File: src/verilog/cfm_regs.vh
// register offsets, fields and timing constants of the clock fault monitor
`ifndef CFM_REGS_VH
`define CFM_REGS_VH
`define CFM_ADDR_LIVE 8'h00
`define CFM_ADDR_FLAG 8'h04
`define CFM_ADDR_IRQ_SEL 8'h08
`define CFM_ADDR_PIN0_SEL 8'h0C
`define CFM_ADDR_PIN1_SEL 8'h10
`define CFM_ADDR_ABS_CFG 8'h14
`define CFM_ADDR_DRIFT_CFG 8'h18
`define CFM_ADDR_LOCK_CFG 8'h1C
`define CFM_ADDR_SW_CFG 8'h20
`define CFM_ADDR_GOLD 8'h24
`define CFM_ADDR_LOCK_DLY 8'h28
// fault vector layout
`define CFM_F_ABS 0
`define CFM_F_FINE 4
`define CFM_F_COARSE 8
`define CFM_F_LOCK 12
`define CFM_F_XO 16
`define CFM_NFAULT 17
// pin select register fields
`define CFM_PIN_MODE_BIT 31
// reset values
`define CFM_RST_ABS_CFG 32'h00000404
`define CFM_RST_DRIFT_CFG 32'h04020A05
`define CFM_RST_LOCK_CFG 32'h00000024
`define CFM_RST_LOCK_DLY 32'h000003E8
// qualify times in microseconds
`define CFM_QUAL_US_0 2000
`define CFM_QUAL_US_1 100000
`define CFM_QUAL_US_2 200000
`define CFM_QUAL_US_3 1000000
`define CFM_CLK_MHZ 100
// drift steps in ppm
`define CFM_FINE_STEP_PPM 2
`define CFM_COARSE_STEP_PPM 100
`endif

File: src/verilog/cfm_clock_fault_monitor.v
// clock fault monitor: absence, drift, unlock, crystal detection with flags
//
// How it works
// - live bit high only while fault present
// - sticky flag holds fault until software clears
// - alarm pin: one flag or ORed set
// - fixed pins carry clock defect summaries
// - selected flags drive active-low interrupt
// - monitors use predivided input clocks
// - four absence detectors, programmable loss/recovery counts
// - loss asserts at loss edge count
// - recovery when missing edges below recovery count
// - clear after recovery holds qualify time
// - drift against selectable golden clock
// - fine drift 2 ppm step, 2-510
// - drift set/clear hysteresis
// - coarse drift 100 ppm step, 100-3100
// - drift optionally ORed into switch request
// - per-PLL reference versus feedback unlock detect
// - unlock set/clear threshold choice tables
// - unlock held through programmable deassert delay
// - crystal alarm when pin or internal absent
`timescale 1ns/100ps
`default_nettype none
`include "cfm_regs.vh"
module cfm_clock_fault_monitor #(
  parameter QUAL_US_0 = `CFM_QUAL_US_0,
  parameter QUAL_US_1 = `CFM_QUAL_US_1,
  parameter QUAL_US_2 = `CFM_QUAL_US_2,
  parameter QUAL_US_3 = `CFM_QUAL_US_3,
  parameter MISS_TICKS = 16
) (
  // clock and reset
  input wire core_clk,
  input wire rst_b,
  // register port
  input wire [7:0] reg_addr,
  input wire [31:0] reg_wdata,
  input wire reg_wr,
  input wire reg_rd,
  output reg [31:0] reg_rdata,
  // predivided input clocks sampled as levels
  input wire [3:0] input_predivider,
  // crystal reference pin and internal crystal clock
  input wire crystal_ref_pin,
  input wire xo_int_clk,
  // per-PLL measured frequency error in units of 0.2 ppm
  input wire [79:0] pll_err_ppm5,
  // per-input drift measurement against golden, ppm magnitude
  input wire [43:0] drift_ppm,
  // alarm outputs
  output reg [1:0] programmable_alarm_pin,
  output reg [3:0] input_absence_alarm,
  output reg [3:0] frequency_drift_alarm,
  output reg [3:0] loop_unlock_alarm,
  output reg crystal_ref_missing,
  output reg [3:0] switch_request,
  output reg [2:0] golden_sel,
  output reg interrupt_out_n
);

  // ====================================================
  // functions
  function [4:0] sel_to_idx;
    input [4:0] s;
    begin
      sel_to_idx = (s > 5'h10) ? 5'h10 : s;
    end
  endfunction

  function [15:0] lock_set_tab;
    input [3:0] s;
    begin
      case (s)
        4'h0: lock_set_tab = 16'h0001;
        4'h1: lock_set_tab = 16'h0002;
        4'h2: lock_set_tab = 16'h000A;
        4'h3: lock_set_tab = 16'h0014;
        4'h4: lock_set_tab = 16'h0064;
        4'h5: lock_set_tab = 16'h00C8;
        4'h6: lock_set_tab = 16'h03E8;
        4'h7: lock_set_tab = 16'h07D0;
        4'h8: lock_set_tab = 16'h2710;
        default: lock_set_tab = 16'h4E20;
      endcase
    end
  endfunction

  function [15:0] lock_clr_tab;
    input [1:0] s;
    begin
      case (s)
        2'h0: lock_clr_tab = 16'h0001;
        2'h1: lock_clr_tab = 16'h0002;
        2'h2: lock_clr_tab = 16'h000A;
        default: lock_clr_tab = 16'h03E8;
      endcase
    end
  endfunction

  // ====================================================
  // configuration registers
  reg [31:0] irq_sel_r;
  reg [31:0] pin0_sel_r;
  reg [31:0] pin1_sel_r;
  reg [31:0] abs_cfg_r;
  reg [31:0] drift_cfg_r;
  reg [31:0] lock_cfg_r;
  reg [31:0] sw_cfg_r;
  reg [31:0] lock_dly_r;
  reg [`CFM_NFAULT-1:0] flag_r;
  wire [`CFM_NFAULT-1:0] live;
  wire wr_flag;
  assign wr_flag = reg_wr && (reg_addr == `CFM_ADDR_FLAG);

  always @(posedge core_clk) begin
    if (!rst_b) begin
      irq_sel_r <= 32'h00000000;
      pin0_sel_r <= 32'h00000000;
      pin1_sel_r <= 32'h00000000;
      abs_cfg_r <= `CFM_RST_ABS_CFG;
      drift_cfg_r <= `CFM_RST_DRIFT_CFG;
      lock_cfg_r <= `CFM_RST_LOCK_CFG;
      sw_cfg_r <= 32'h00000000;
      golden_sel <= 3'h4;
      lock_dly_r <= `CFM_RST_LOCK_DLY;
    end else if (reg_wr) begin
      case (reg_addr)
        `CFM_ADDR_IRQ_SEL: irq_sel_r <= reg_wdata;
        `CFM_ADDR_PIN0_SEL: pin0_sel_r <= reg_wdata;
        `CFM_ADDR_PIN1_SEL: pin1_sel_r <= reg_wdata;
        `CFM_ADDR_ABS_CFG: abs_cfg_r <= reg_wdata;
        `CFM_ADDR_DRIFT_CFG: drift_cfg_r <= reg_wdata;
        `CFM_ADDR_LOCK_CFG: lock_cfg_r <= reg_wdata;
        `CFM_ADDR_SW_CFG: sw_cfg_r <= reg_wdata;
        `CFM_ADDR_GOLD: golden_sel <= (reg_wdata[2:0] > 3'h4) ? 3'h4 : reg_wdata[2:0];
        `CFM_ADDR_LOCK_DLY: lock_dly_r <= reg_wdata;
        default: ;
      endcase
    end
  end

  // sticky flags, set wins over clear
  always @(posedge core_clk) begin
    if (!rst_b)
      flag_r <= {`CFM_NFAULT{1'b0}};
    else
      flag_r <= (flag_r & ~(wr_flag ? reg_wdata[`CFM_NFAULT-1:0] : {`CFM_NFAULT{1'b0}}))
                | live;
  end

  // read port
  always @(posedge core_clk) begin
    if (!rst_b)
      reg_rdata <= 32'h00000000;
    else if (reg_rd) begin
      case (reg_addr)
        `CFM_ADDR_LIVE: reg_rdata <= {15'h0000, live};
        `CFM_ADDR_FLAG: reg_rdata <= {15'h0000, flag_r};
        `CFM_ADDR_IRQ_SEL: reg_rdata <= irq_sel_r;
        `CFM_ADDR_PIN0_SEL: reg_rdata <= pin0_sel_r;
        `CFM_ADDR_PIN1_SEL: reg_rdata <= pin1_sel_r;
        `CFM_ADDR_ABS_CFG: reg_rdata <= abs_cfg_r;
        `CFM_ADDR_DRIFT_CFG: reg_rdata <= drift_cfg_r;
        `CFM_ADDR_LOCK_CFG: reg_rdata <= lock_cfg_r;
        `CFM_ADDR_SW_CFG: reg_rdata <= sw_cfg_r;
        `CFM_ADDR_GOLD: reg_rdata <= {29'h00000000, golden_sel};
        `CFM_ADDR_LOCK_DLY: reg_rdata <= lock_dly_r;
        default: reg_rdata <= 32'h00000000;
      endcase
    end else
      reg_rdata <= 32'h00000000;
  end

  // ====================================================
  // input synchronisers and absence detectors
  localparam integer Q0 = QUAL_US_0 * `CFM_CLK_MHZ;
  localparam integer Q1 = QUAL_US_1 * `CFM_CLK_MHZ;
  localparam integer Q2 = QUAL_US_2 * `CFM_CLK_MHZ;
  localparam integer Q3 = QUAL_US_3 * `CFM_CLK_MHZ;
  reg [26:0] qual_lim;
  always @* begin
    case (abs_cfg_r[17:16])
      2'h0: qual_lim = Q0[26:0];
      2'h1: qual_lim = Q1[26:0];
      2'h2: qual_lim = Q2[26:0];
      default: qual_lim = Q3[26:0];
    endcase
  end

  genvar gi;
  generate
    for (gi = 0; gi < 4; gi = gi + 1) begin : g_abs
      reg s1_r, s2_r, s3_r, prev_r;
      reg [7:0] tick_r;
      reg [7:0] miss_r;
      reg [26:0] qcnt_r;
      reg lost_r;
      wire edge_seen;
      // three-stage sync of the predivided clock
      always @(posedge core_clk) begin
        if (!rst_b) begin
          s1_r <= 1'b0;
          s2_r <= 1'b0;
          s3_r <= 1'b0;
          prev_r <= 1'b0;
        end else begin
          s1_r <= input_predivider[gi];
          s2_r <= s1_r;
          s3_r <= s2_r;
          if (s2_r == s3_r)
            prev_r <= s3_r;
        end
      end
      assign edge_seen = (s2_r == s3_r) && (s3_r != prev_r);
      // count expected edge slots with no edge
      always @(posedge core_clk) begin
        if (!rst_b) begin
          tick_r <= 8'h00;
          miss_r <= 8'h00;
          qcnt_r <= 27'h0000000;
          lost_r <= 1'b0;
        end else begin
          if (edge_seen) begin
            tick_r <= 8'h00;
            miss_r <= 8'h00;
          end else if (tick_r == MISS_TICKS[7:0] - 8'h01) begin
            tick_r <= 8'h00;
            if (miss_r != 8'hFF)
              miss_r <= miss_r + 8'h01;
          end else
            tick_r <= tick_r + 8'h01;
          if (!lost_r) begin
            qcnt_r <= 27'h0000000;
            if (miss_r >= abs_cfg_r[7:0])
              lost_r <= 1'b1;
          end else if (miss_r >= abs_cfg_r[15:8])
            qcnt_r <= 27'h0000000;
          else if (qcnt_r >= qual_lim - 27'h0000001) begin
            lost_r <= 1'b0;
            qcnt_r <= 27'h0000000;
          end else
            qcnt_r <= qcnt_r + 27'h0000001;
        end
      end
      assign live[`CFM_F_ABS+gi] = lost_r;
    end
  endgenerate

  // ====================================================
  // drift monitors with hysteresis
  generate
    for (gi = 0; gi < 4; gi = gi + 1) begin : g_drift
      reg fine_r, coarse_r;
      wire [10:0] d;
      wire is_gold;
      assign d = drift_ppm[gi*11 +: 11];
      assign is_gold = (golden_sel == gi);
      always @(posedge core_clk) begin
        if (!rst_b) begin
          fine_r <= 1'b0;
          coarse_r <= 1'b0;
        end else if (is_gold) begin
          fine_r <= 1'b0;
          coarse_r <= 1'b0;
        end else begin
          // fine thresholds in 2 ppm steps
          if (!fine_r && d >= {2'b00, drift_cfg_r[7:0], 1'b0})
            fine_r <= 1'b1;
          else if (fine_r && d <= {2'b00, drift_cfg_r[15:8], 1'b0})
            fine_r <= 1'b0;
          // coarse thresholds in 100 ppm steps
          if (!coarse_r && {1'b0, d} >= drift_cfg_r[20:16] * 12'd100)
            coarse_r <= 1'b1;
          else if (coarse_r && {1'b0, d} <= drift_cfg_r[28:24] * 12'd100)
            coarse_r <= 1'b0;
        end
      end
      assign live[`CFM_F_FINE+gi] = fine_r;
      assign live[`CFM_F_COARSE+gi] = coarse_r;
    end
  endgenerate

  // ====================================================
  // loop unlock detectors with deassert delay
  generate
    for (gi = 0; gi < 4; gi = gi + 1) begin : g_lock
      reg unl_r;
      reg [31:0] dly_r;
      wire [15:0] e;
      assign e = pll_err_ppm5[gi*20 +: 16];
      always @(posedge core_clk) begin
        if (!rst_b) begin
          unl_r <= 1'b0;
          dly_r <= 32'h00000000;
        end else if (e >= lock_set_tab(lock_cfg_r[3:0])) begin
          unl_r <= 1'b1;
          dly_r <= 32'h00000000;
        end else if (unl_r) begin
          if (e > lock_clr_tab(lock_cfg_r[5:4]))
            dly_r <= 32'h00000000;
          else if (dly_r >= lock_dly_r)
            unl_r <= 1'b0;
          else
            dly_r <= dly_r + 32'h00000001;
        end
      end
      assign live[`CFM_F_LOCK+gi] = unl_r;
    end
  endgenerate

  // ====================================================
  // crystal reference presence
  reg [2:0] xp_r, xi_r;
  reg xp_prev_r, xi_prev_r;
  reg [7:0] xp_cnt_r, xi_cnt_r;
  always @(posedge core_clk) begin
    if (!rst_b) begin
      xp_r <= 3'h0;
      xi_r <= 3'h0;
      xp_prev_r <= 1'b0;
      xi_prev_r <= 1'b0;
      xp_cnt_r <= 8'h00;
      xi_cnt_r <= 8'h00;
    end else begin
      xp_r <= {xp_r[1:0], crystal_ref_pin};
      xi_r <= {xi_r[1:0], xo_int_clk};
      if (xp_r[1] == xp_r[2]) xp_prev_r <= xp_r[2];
      if (xi_r[1] == xi_r[2]) xi_prev_r <= xi_r[2];
      if (xp_r[1] == xp_r[2] && xp_r[2] != xp_prev_r)
        xp_cnt_r <= 8'h00;
      else if (xp_cnt_r != 8'hFF)
        xp_cnt_r <= xp_cnt_r + 8'h01;
      if (xi_r[1] == xi_r[2] && xi_r[2] != xi_prev_r)
        xi_cnt_r <= 8'h00;
      else if (xi_cnt_r != 8'hFF)
        xi_cnt_r <= xi_cnt_r + 8'h01;
    end
  end
  assign live[`CFM_F_XO] = (xp_cnt_r >= MISS_TICKS[7:0]) || (xi_cnt_r >= MISS_TICKS[7:0]);

  // ====================================================
  // outputs
  wire [`CFM_NFAULT-1:0] f0, f1;
  assign f0 = flag_r;
  assign f1 = flag_r;
  always @(posedge core_clk) begin
    if (!rst_b) begin
      programmable_alarm_pin <= 2'b00;
      input_absence_alarm <= 4'h0;
      frequency_drift_alarm <= 4'h0;
      loop_unlock_alarm <= 4'h0;
      crystal_ref_missing <= 1'b0;
      switch_request <= 4'h0;
      interrupt_out_n <= 1'b1;
    end else begin
      programmable_alarm_pin[0] <= pin0_sel_r[`CFM_PIN_MODE_BIT] ?
        |(f0 & pin0_sel_r[`CFM_NFAULT-1:0]) : f0[sel_to_idx(pin0_sel_r[4:0])];
      programmable_alarm_pin[1] <= pin1_sel_r[`CFM_PIN_MODE_BIT] ?
        |(f1 & pin1_sel_r[`CFM_NFAULT-1:0]) : f1[sel_to_idx(pin1_sel_r[4:0])];
      input_absence_alarm <= live[3:0];
      frequency_drift_alarm <= live[7:4] | live[11:8];
      loop_unlock_alarm <= live[15:12];
      crystal_ref_missing <= live[16];
      switch_request <= live[3:0] | (sw_cfg_r[0] ? live[7:4] : 4'h0)
                        | (sw_cfg_r[1] ? live[11:8] : 4'h0);
      interrupt_out_n <= ~|(flag_r & irq_sel_r[`CFM_NFAULT-1:0]);
    end
  end

endmodule // cfm_clock_fault_monitor
`default_nettype wire

File: config.mk
export PLATFORM = sky130hd
export DESIGN_NAME = cfm_clock_fault_monitor
export DESIGN_NICKNAME = d
export VERILOG_FILES = /design/src/verilog/cfm_clock_fault_monitor.v
export VERILOG_INCLUDE_DIRS = /design/src /design/src/verilog
export SDC_FILE = /design/constraint.sdc
export NUM_CORES = 2
export LEC_CHECK = 0
export BUFFER_PORTS_ARGS = -buffer_cell sky130_fd_sc_hd__buf_2
export CORE_ASPECT_RATIO = 1.75
export CORE_UTILIZATION = 56
export CTS_BUF_LIST = sky130_fd_sc_hd__clkbuf_8
export DETAILED_ROUTE_END_ITERATION = 12
export PLACE_DENSITY = 0.74
export SKIP_CTS_REPAIR_TIMING = 1
export SYNTH_ARGS = -nofsm -noshare
export SYNTH_HDL_FRONTEND = slang
export SYNTH_SLANG_ARGS = --single-unit
File: constraint.sdc
create_clock -name core_clk -period 3.7 [get_ports core_clk]
set_input_delay 0.555 -clock core_clk [delete_from_list [all_inputs] [get_ports core_clk]]
set_output_delay 0.555 -clock core_clk [all_outputs]
set_load 0.1 [all_outputs]
## Word level (Yosys, flattened, before mapping)

Memory sizes are Yosys's and may differ from the RTL's. A register that Yosys moved wholly into a read port is not among the register bits.
Index checks and enable logic that the tools add are counted.

| word-level totals | value |
|---|---|
| latch bits | 0 |
| bits in read-only memories | 896 |
| memory bits (writable) | 0 |
| output and inout port bits | 55 |
| input port bits | 174 |
| memories kept | 4 |
| register bits | 684 |

| operators by class | value |
|---|---|
| bitwise gates (word level) | 14 |
| multipliers | 2 |
| shifts and indexed selects | 0 |
| mux-type cells | 95 |
| div/mod/pow operators | 0 |
| reductions and logical operators | 88 |
| equal/unequal tests | 43 |
| add/sub/neg operators | 19 |
| $lt $le $gt $ge | 47 |

Memory list:

| memory | depth | width | rd ports | clocked after Yosys merged registers in | wr ports | RTL line | RTL |
|---|---|---|---|---|---|---|---|
| (name not given) | 16 | 14 | 1 | 1 | 0 | cfm_clock_fault_monitor.v:74 | `case (s)` |
| (name not given) | 16 | 14 | 1 | 1 | 0 | cfm_clock_fault_monitor.v:74 |  |
| (name not given) | 16 | 14 | 1 | 1 | 0 | cfm_clock_fault_monitor.v:74 |  |
| (name not given) | 16 | 14 | 1 | 1 | 0 | cfm_clock_fault_monitor.v:74 |  |

Operator list:

| operator | number |
|---|---|
| one-hot mux 32 bit (11 select lines) | 1 |
| 2-to-1 mux 16 bit | 16 |
| 2-to-1 mux 32 bit | 8 |
| adder 32 x 1 -> 32 bit, second input constant | 4 |
| >= comparator 32 bit | 4 |
| adder 27 x 1 -> 27 bit, second input constant | 4 |
| >= comparator 27 bit | 4 |
| one-hot mux 27 bit (3 select lines) | 1 |
| adder 8 x 1 -> 8 bit, second input constant | 10 |
| AND 17 bit | 4 |
| >= comparator 16 bit | 4 |
| >= comparator 8 bit | 8 |
| > comparator 16 bit | 4 |
| 2-to-1 mux 1 bit | 52 |
| OR reduction 17 bit | 3 |
| equality test 8 x 4 -> 1 bit, second input constant | 6 |
| >= comparator 11 x 12 -> 1 bit | 4 |
| <= comparator 11 x 12 -> 1 bit | 4 |
| inequality test 8 bit, second input constant | 6 |
| >= comparator 11 x 9 -> 1 bit | 4 |
| <= comparator 11 x 9 -> 1 bit | 4 |
| 2-to-1 mux 4 bit | 10 |
| AND reduction 2 bit | 18 |
| equality test 8 x 5 -> 1 bit, second input constant | 4 |
| 34 further kinds | 121 |

## Logic depth before layout (Yosys ltp)

| logic depth | value |
|---|---|
| depth in word-level cells | 9 |
| depth in mapped cells | 14 |

## Worst setup path after synthesis

Ideal clock, no wire load.

| timing path | value |
|---|---|
| path type | register to register |
| from | reg drift_cfg_r[19] |
| to | reg g_drift[0].coarse_r |
| path buffers | 0 |
| cell stages (with the launch flop) | 14 |
| setup slack | 574 ps |
| arrival | 3,034 ps |
| period minus slack after synthesis | 3,126 ps |
| required time | 3,608 ps |
| path through | dfxtp_1 -> inv_1 -> ha_1 -> inv_1 -> ha_1 -> ha_1 -> ha_1 -> a31oi_1 -> xor2_1 -> ha_1 -> or4_1 -> nor2_1 -> or4_1 -> o32ai_1 |

| on the way | value |
|---|---|
| word-level cells in the longest chain between the ends | 4 |

RTL lines:

| item | RTL line | RTL |
|---|---|---|
| start: declaration | cfm_clock_fault_monitor.v:107 | `reg [31:0] drift_cfg_r;` |
| start signal: assignment | cfm_clock_fault_monitor.v:122 | `` drift_cfg_r <= `CFM_RST_DRIFT_CFG; `` |
| start signal: assignment | cfm_clock_fault_monitor.v:133 | `` `CFM_ADDR_DRIFT_CFG: drift_cfg_r <= reg_wdata; `` |
| multiplier 5 x 5 -> 10 bit * | cfm_clock_fault_monitor.v:273 | `if (!coarse_r && {1'b0, d} >= drift_cfg_r[20:16] * 12'd100)` |
| >= comparator 11 x 12 -> 1 bit * | cfm_clock_fault_monitor.v:273 |  |
| logical AND 1 bit * | cfm_clock_fault_monitor.v:273 |  |
| 2-to-1 mux 1 bit or nonzero test 2 bit (tied branches) | - |  |
| end signal: assignment | cfm_clock_fault_monitor.v:265 | `coarse_r <= 1'b0;` |
| end signal: assignment | cfm_clock_fault_monitor.v:274 | `coarse_r <= 1'b1;` |
| end signal: assignment | cfm_clock_fault_monitor.v:276 | `coarse_r <= 1'b0;` |
| end: declaration | cfm_clock_fault_monitor.v:254 | `reg fine_r, coarse_r;` |

Mark *: on every way between the ends. The rest lies on a longest branch, timed or not.
A chain may end at the register's enable or synchronous reset.

## Worst setup path after layout

| timing path | value |
|---|---|
| from | reg abs_cfg_r[17] |
| to | reg g_abs[3].qcnt_r[6] |

| on the way | value |
|---|---|
| word-level cells in the longest chain between the ends | 5 |

RTL lines:

| item | RTL line | RTL |
|---|---|---|
| start: declaration | cfm_clock_fault_monitor.v:106 | `reg [31:0] abs_cfg_r;` |
| start signal: assignment | cfm_clock_fault_monitor.v:121 | `` abs_cfg_r <= `CFM_RST_ABS_CFG; `` |
| start signal: assignment | cfm_clock_fault_monitor.v:132 | `` `CFM_ADDR_ABS_CFG: abs_cfg_r <= reg_wdata; `` |
| equality test 2 bit (tied with other cells) | cfm_clock_fault_monitor.v:183 | `case (abs_cfg_r[17:16])` |
| one-hot mux 27 bit (3 select lines) * | cfm_clock_fault_monitor.v:183 |  |
| subtractor 27 x 1 -> 27 bit * | cfm_clock_fault_monitor.v:239 | `else if (qcnt_r >= qual_lim - 27'h0000001) begin` |
| >= comparator 27 bit * | cfm_clock_fault_monitor.v:239 |  |
| OR reduction 4 bit (no line) * | - |  |
| end signal: assignment | cfm_clock_fault_monitor.v:243 | `qcnt_r <= qcnt_r + 27'h0000001;` |
| end: declaration | cfm_clock_fault_monitor.v:197 | `reg [26:0] qcnt_r;` |

Marked as above.

==> impl_results.md <==
* Outcome: finished clean
* Commonest cells after routing, fill and taps aside: nand2_1 (734), dfxtp_1 (697), ha_1 (563), a21oi_1 (419), nor2_1 (405)
* Final setup viols at 0
* Initial core utilization at 0.569
* CTS Buffer Depth at 3
* Full die area at about 75000 µm²
* Seq/Total Area, Yosys at 0.336
* DRC at 0
* Pleak at between 15 and 20 nW
* Fmax at between 200 and 300 MHz
* Cell mode on critical path: nor2_1
* Commonest non-fill, non-tap cell in the layout: nand2_1
* RR Startpoint: abs_cfg_r[17]
* Initial antenna violation count at 17
* Leading area contributor after synthesis: dfxtp_1
* Asr flop ratio synth at 0
* Core area at about 73000 µm²
* Predominant post-synthesis flop cell: dfxtp_1
* Die H at between 300 and 400 µm
* Routed wire length at approximately 140000 µm
* Pwr Total at approximately 15 mW
* Syn Inst Count at ~5000
* Final Slew Violations at 0
* Ys Warns at 0
* Final WS setup at roughly 190 ps
* I/O Buffers at 212
* Finished Layout Cells at roughly 6300
* Nets@finish at around 6000
* Hold Fails Final Rpt at 0
* CTS tree: built
* First-pass GRT wire length at between 200000 and 250000 µm
* Crit path max-delay cell type: ha_1
* Vias at about 40000
* WP data required at about 4400 ps
* Worst min path class: input pin to flop
* Via/cell ratio at between 6 and 7
* Routed len/inst at approximately 23 µm
* Vias in the first global route at about 39000
* CP Data Arrival Time at roughly 4200 ps
* Crit-path max cell delay at about 540 ps
* Largest net degree at the start of global routing at 73
* Worst Path Buf+Inv at 1
* Flops & latches, synth at about 700
* H-Tree Depth at 3
* Num rows at between 100 and 150
* GP Congestion at roughly 0.99
* Setup CP Type: flop to flop
* Cells taking the most area after synthesis: dfxtp_1 (34%), ha_1 (17%), nand2_1 (6.6%)
* Worst IR Drop VDD at 0.000349 V
* Filler Cell Count at approximately 6400
* Num CTS Buffers at 103
* Synth unique cells at 92
* Worst hold path startpoint: input_predivider[1]
* 1st-pass router iterations at 9
* Post-route minimum period at 3510 ps
* Post-route ant nets at 0
* Clock Sink Count at approximately 700
* Max_slew headroom at 0.0528
* Worst Setup Start Kind: flop
* CP Cell Sequence: ha_1, nor2_1, ha_1, nand4_1, nor2_1, a221o_1, a311oi_1, a2111oi_1, or4b_1, buf_12, nor2_1
* Clock transition at path regs at approximately 70 ps
* Worst setup path start: abs_cfg_r[17]
* Syn Std Cell Area at ~42000 µm²
* Area Growth Syn to Fin at 11.9%
* Chip Width at approximately 210 µm
* RSZ-0062 raised after global routing: false
* Number of synthesized flops with an enable pin at 0
* Final Util at 0.637
* Global Route Usage Sum at 0.371
* HPWL after DPL at ~110000 µm
* Worst-skew pair later-pin latency at about 800 ps
* Crit-path leading delay family: simple AND/OR/NAND/NOR gates
* Pre-CTS setup slack at approximately 200 ps
* Final Skew at slightly above 40 ps
* Worst-path fanout max at 27
* Slew @ Worst Pin at about 1400 ps
* Placed cell areas at approximately 44000 µm²
* Post-synth top area share at 0.336
* IO Pins at ~230
* Share of layout cells above drive strength 1 at 0.109
* Worst-case hold slack at 6.69 ps
* 1st-iter DRT viols at just under 3000
* Setup TNS at 0 ps
* Max-cap violations at 0
* Synth Area per Inst at 8.33 µm²
* PD cells at approximately 330 nW/µm²
* Grt ovf at 0
* Layout Cell Area excl Fill at roughly 47000 µm²
* DP Cell Count at between 6000 and 7000
* Root buf cell: clkbuf_8
* Crit share post-route at 0.949
* CP endpoint kind: flop
-- power breakdown --
group,internal [mW],switching (mW),total (mW)
clock,3.74,3.15,6.89
sequential,7.57,0.0993,7.66
combinational,0.321,0.618,0.938
-- layout make-up --
class                      instances  area [µm²]  area share
clock buffer                     132        1820      0.0390
clock inverter                    49         425     0.00914
multi-input combinational       3853       25900       0.556
timing repair buffer             369        2410      0.0519
tap                              931        1160      0.0250
antenna                           13        32.5    0.000699
inverter                         222         845      0.0181
sequential                       697       14000       0.300
-- routing by layer --
layer	wire length (µm)	share of wire	global-route usage	vias to the layer above
met4	16200	0.11	0.382	18
met1	48000	0.34	0.361	18600
met2	68300	0.48	0.640	1742
met5	122	0.00086	0	-
met3	10100	0.071	0.0752	706
li1	-	-	-	18600
-- synth_stat cells, types with 19 or more instances --
library cell  count
and2_1           40
ha_1            563
a221oi_1         56
xnor2_1          62
clkbuf_1        156
a31oi_1          54
a22o_1           96
a32oi_1          21
nor3_1           73
inv_1           222
or3_1            19
nor2b_1          32
nand2b_1         51
or4_1            28
and4_1           21
nand2_1         734
and3_1           62
o21ai_0         144
a21o_1           61
mux2i_1          24
a21oi_1         421
a22oi_1          71
buf_2            42
dfxtp_1         697
xor2_1          104
nor2_1          414
o31ai_1          39
nor4_1           41
o211ai_1         35
a211oi_1         23
o21a_1           32
nand4_1         112
nand3_1         196
-- cells by family after synthesis --
| group | count (synthesis) | share of synthesized area |
|---|---|---|
| AOI/OAI and AO/OA | 1221 | 0.196 |
| xor gates and xnor gates | 166 | 0.0350 |
| adders and majority gates | 567 | 0.171 |
| buffers and inverters | 447 | 0.0440 |
| DFF | 697 | 0.336 |
| muxes | 38 | 0.0123 |
| other | 1 | 0.0000902 |
| and+or+nand+nor | 1857 | 0.206 |
-- final timing paths --
check	end	slack, ps	cells after the start
setup / recovery	g_abs[3].qcnt_r[6]	190	11
hold / removal	g_abs[1].s1_r	7	2
setup reg to reg	g_abs[3].qcnt_r[6]	190	11
hold reg to reg	g_abs[3].s2_r	430	1
-- worst register-to-register path, cell delays in order (launching register included) --
cell,delay (ps)
dfxtp_1,490
ha_1,540
nor2_1,220
ha_1,350
nand4_1,100
nor2_1,80
a221o_1,320
a311oi_1,340
a2111oi_1,170
or4b_1,540
buf_12,190
nor2_1,110
-- sequential cells by signal, indices dropped and copies added (netlist names), 8 cells and up, named ones only --
signal,flops
xi_cnt_r,8
pin1_sel_r,32
lock_cfg_r,32
reg_rdata,32
drift_cfg_r,32
lock_dly_r,32
g_abs.tick_r,32
abs_cfg_r,32
irq_sel_r,32
g_abs.qcnt_r,108
g_lock.dly_r,128
xp_cnt_r,8
pin0_sel_r,32
g_abs.miss_r,32
f0,17
sw_cfg_r,32
Note: power is estimated with default switching activity, not from simulation.
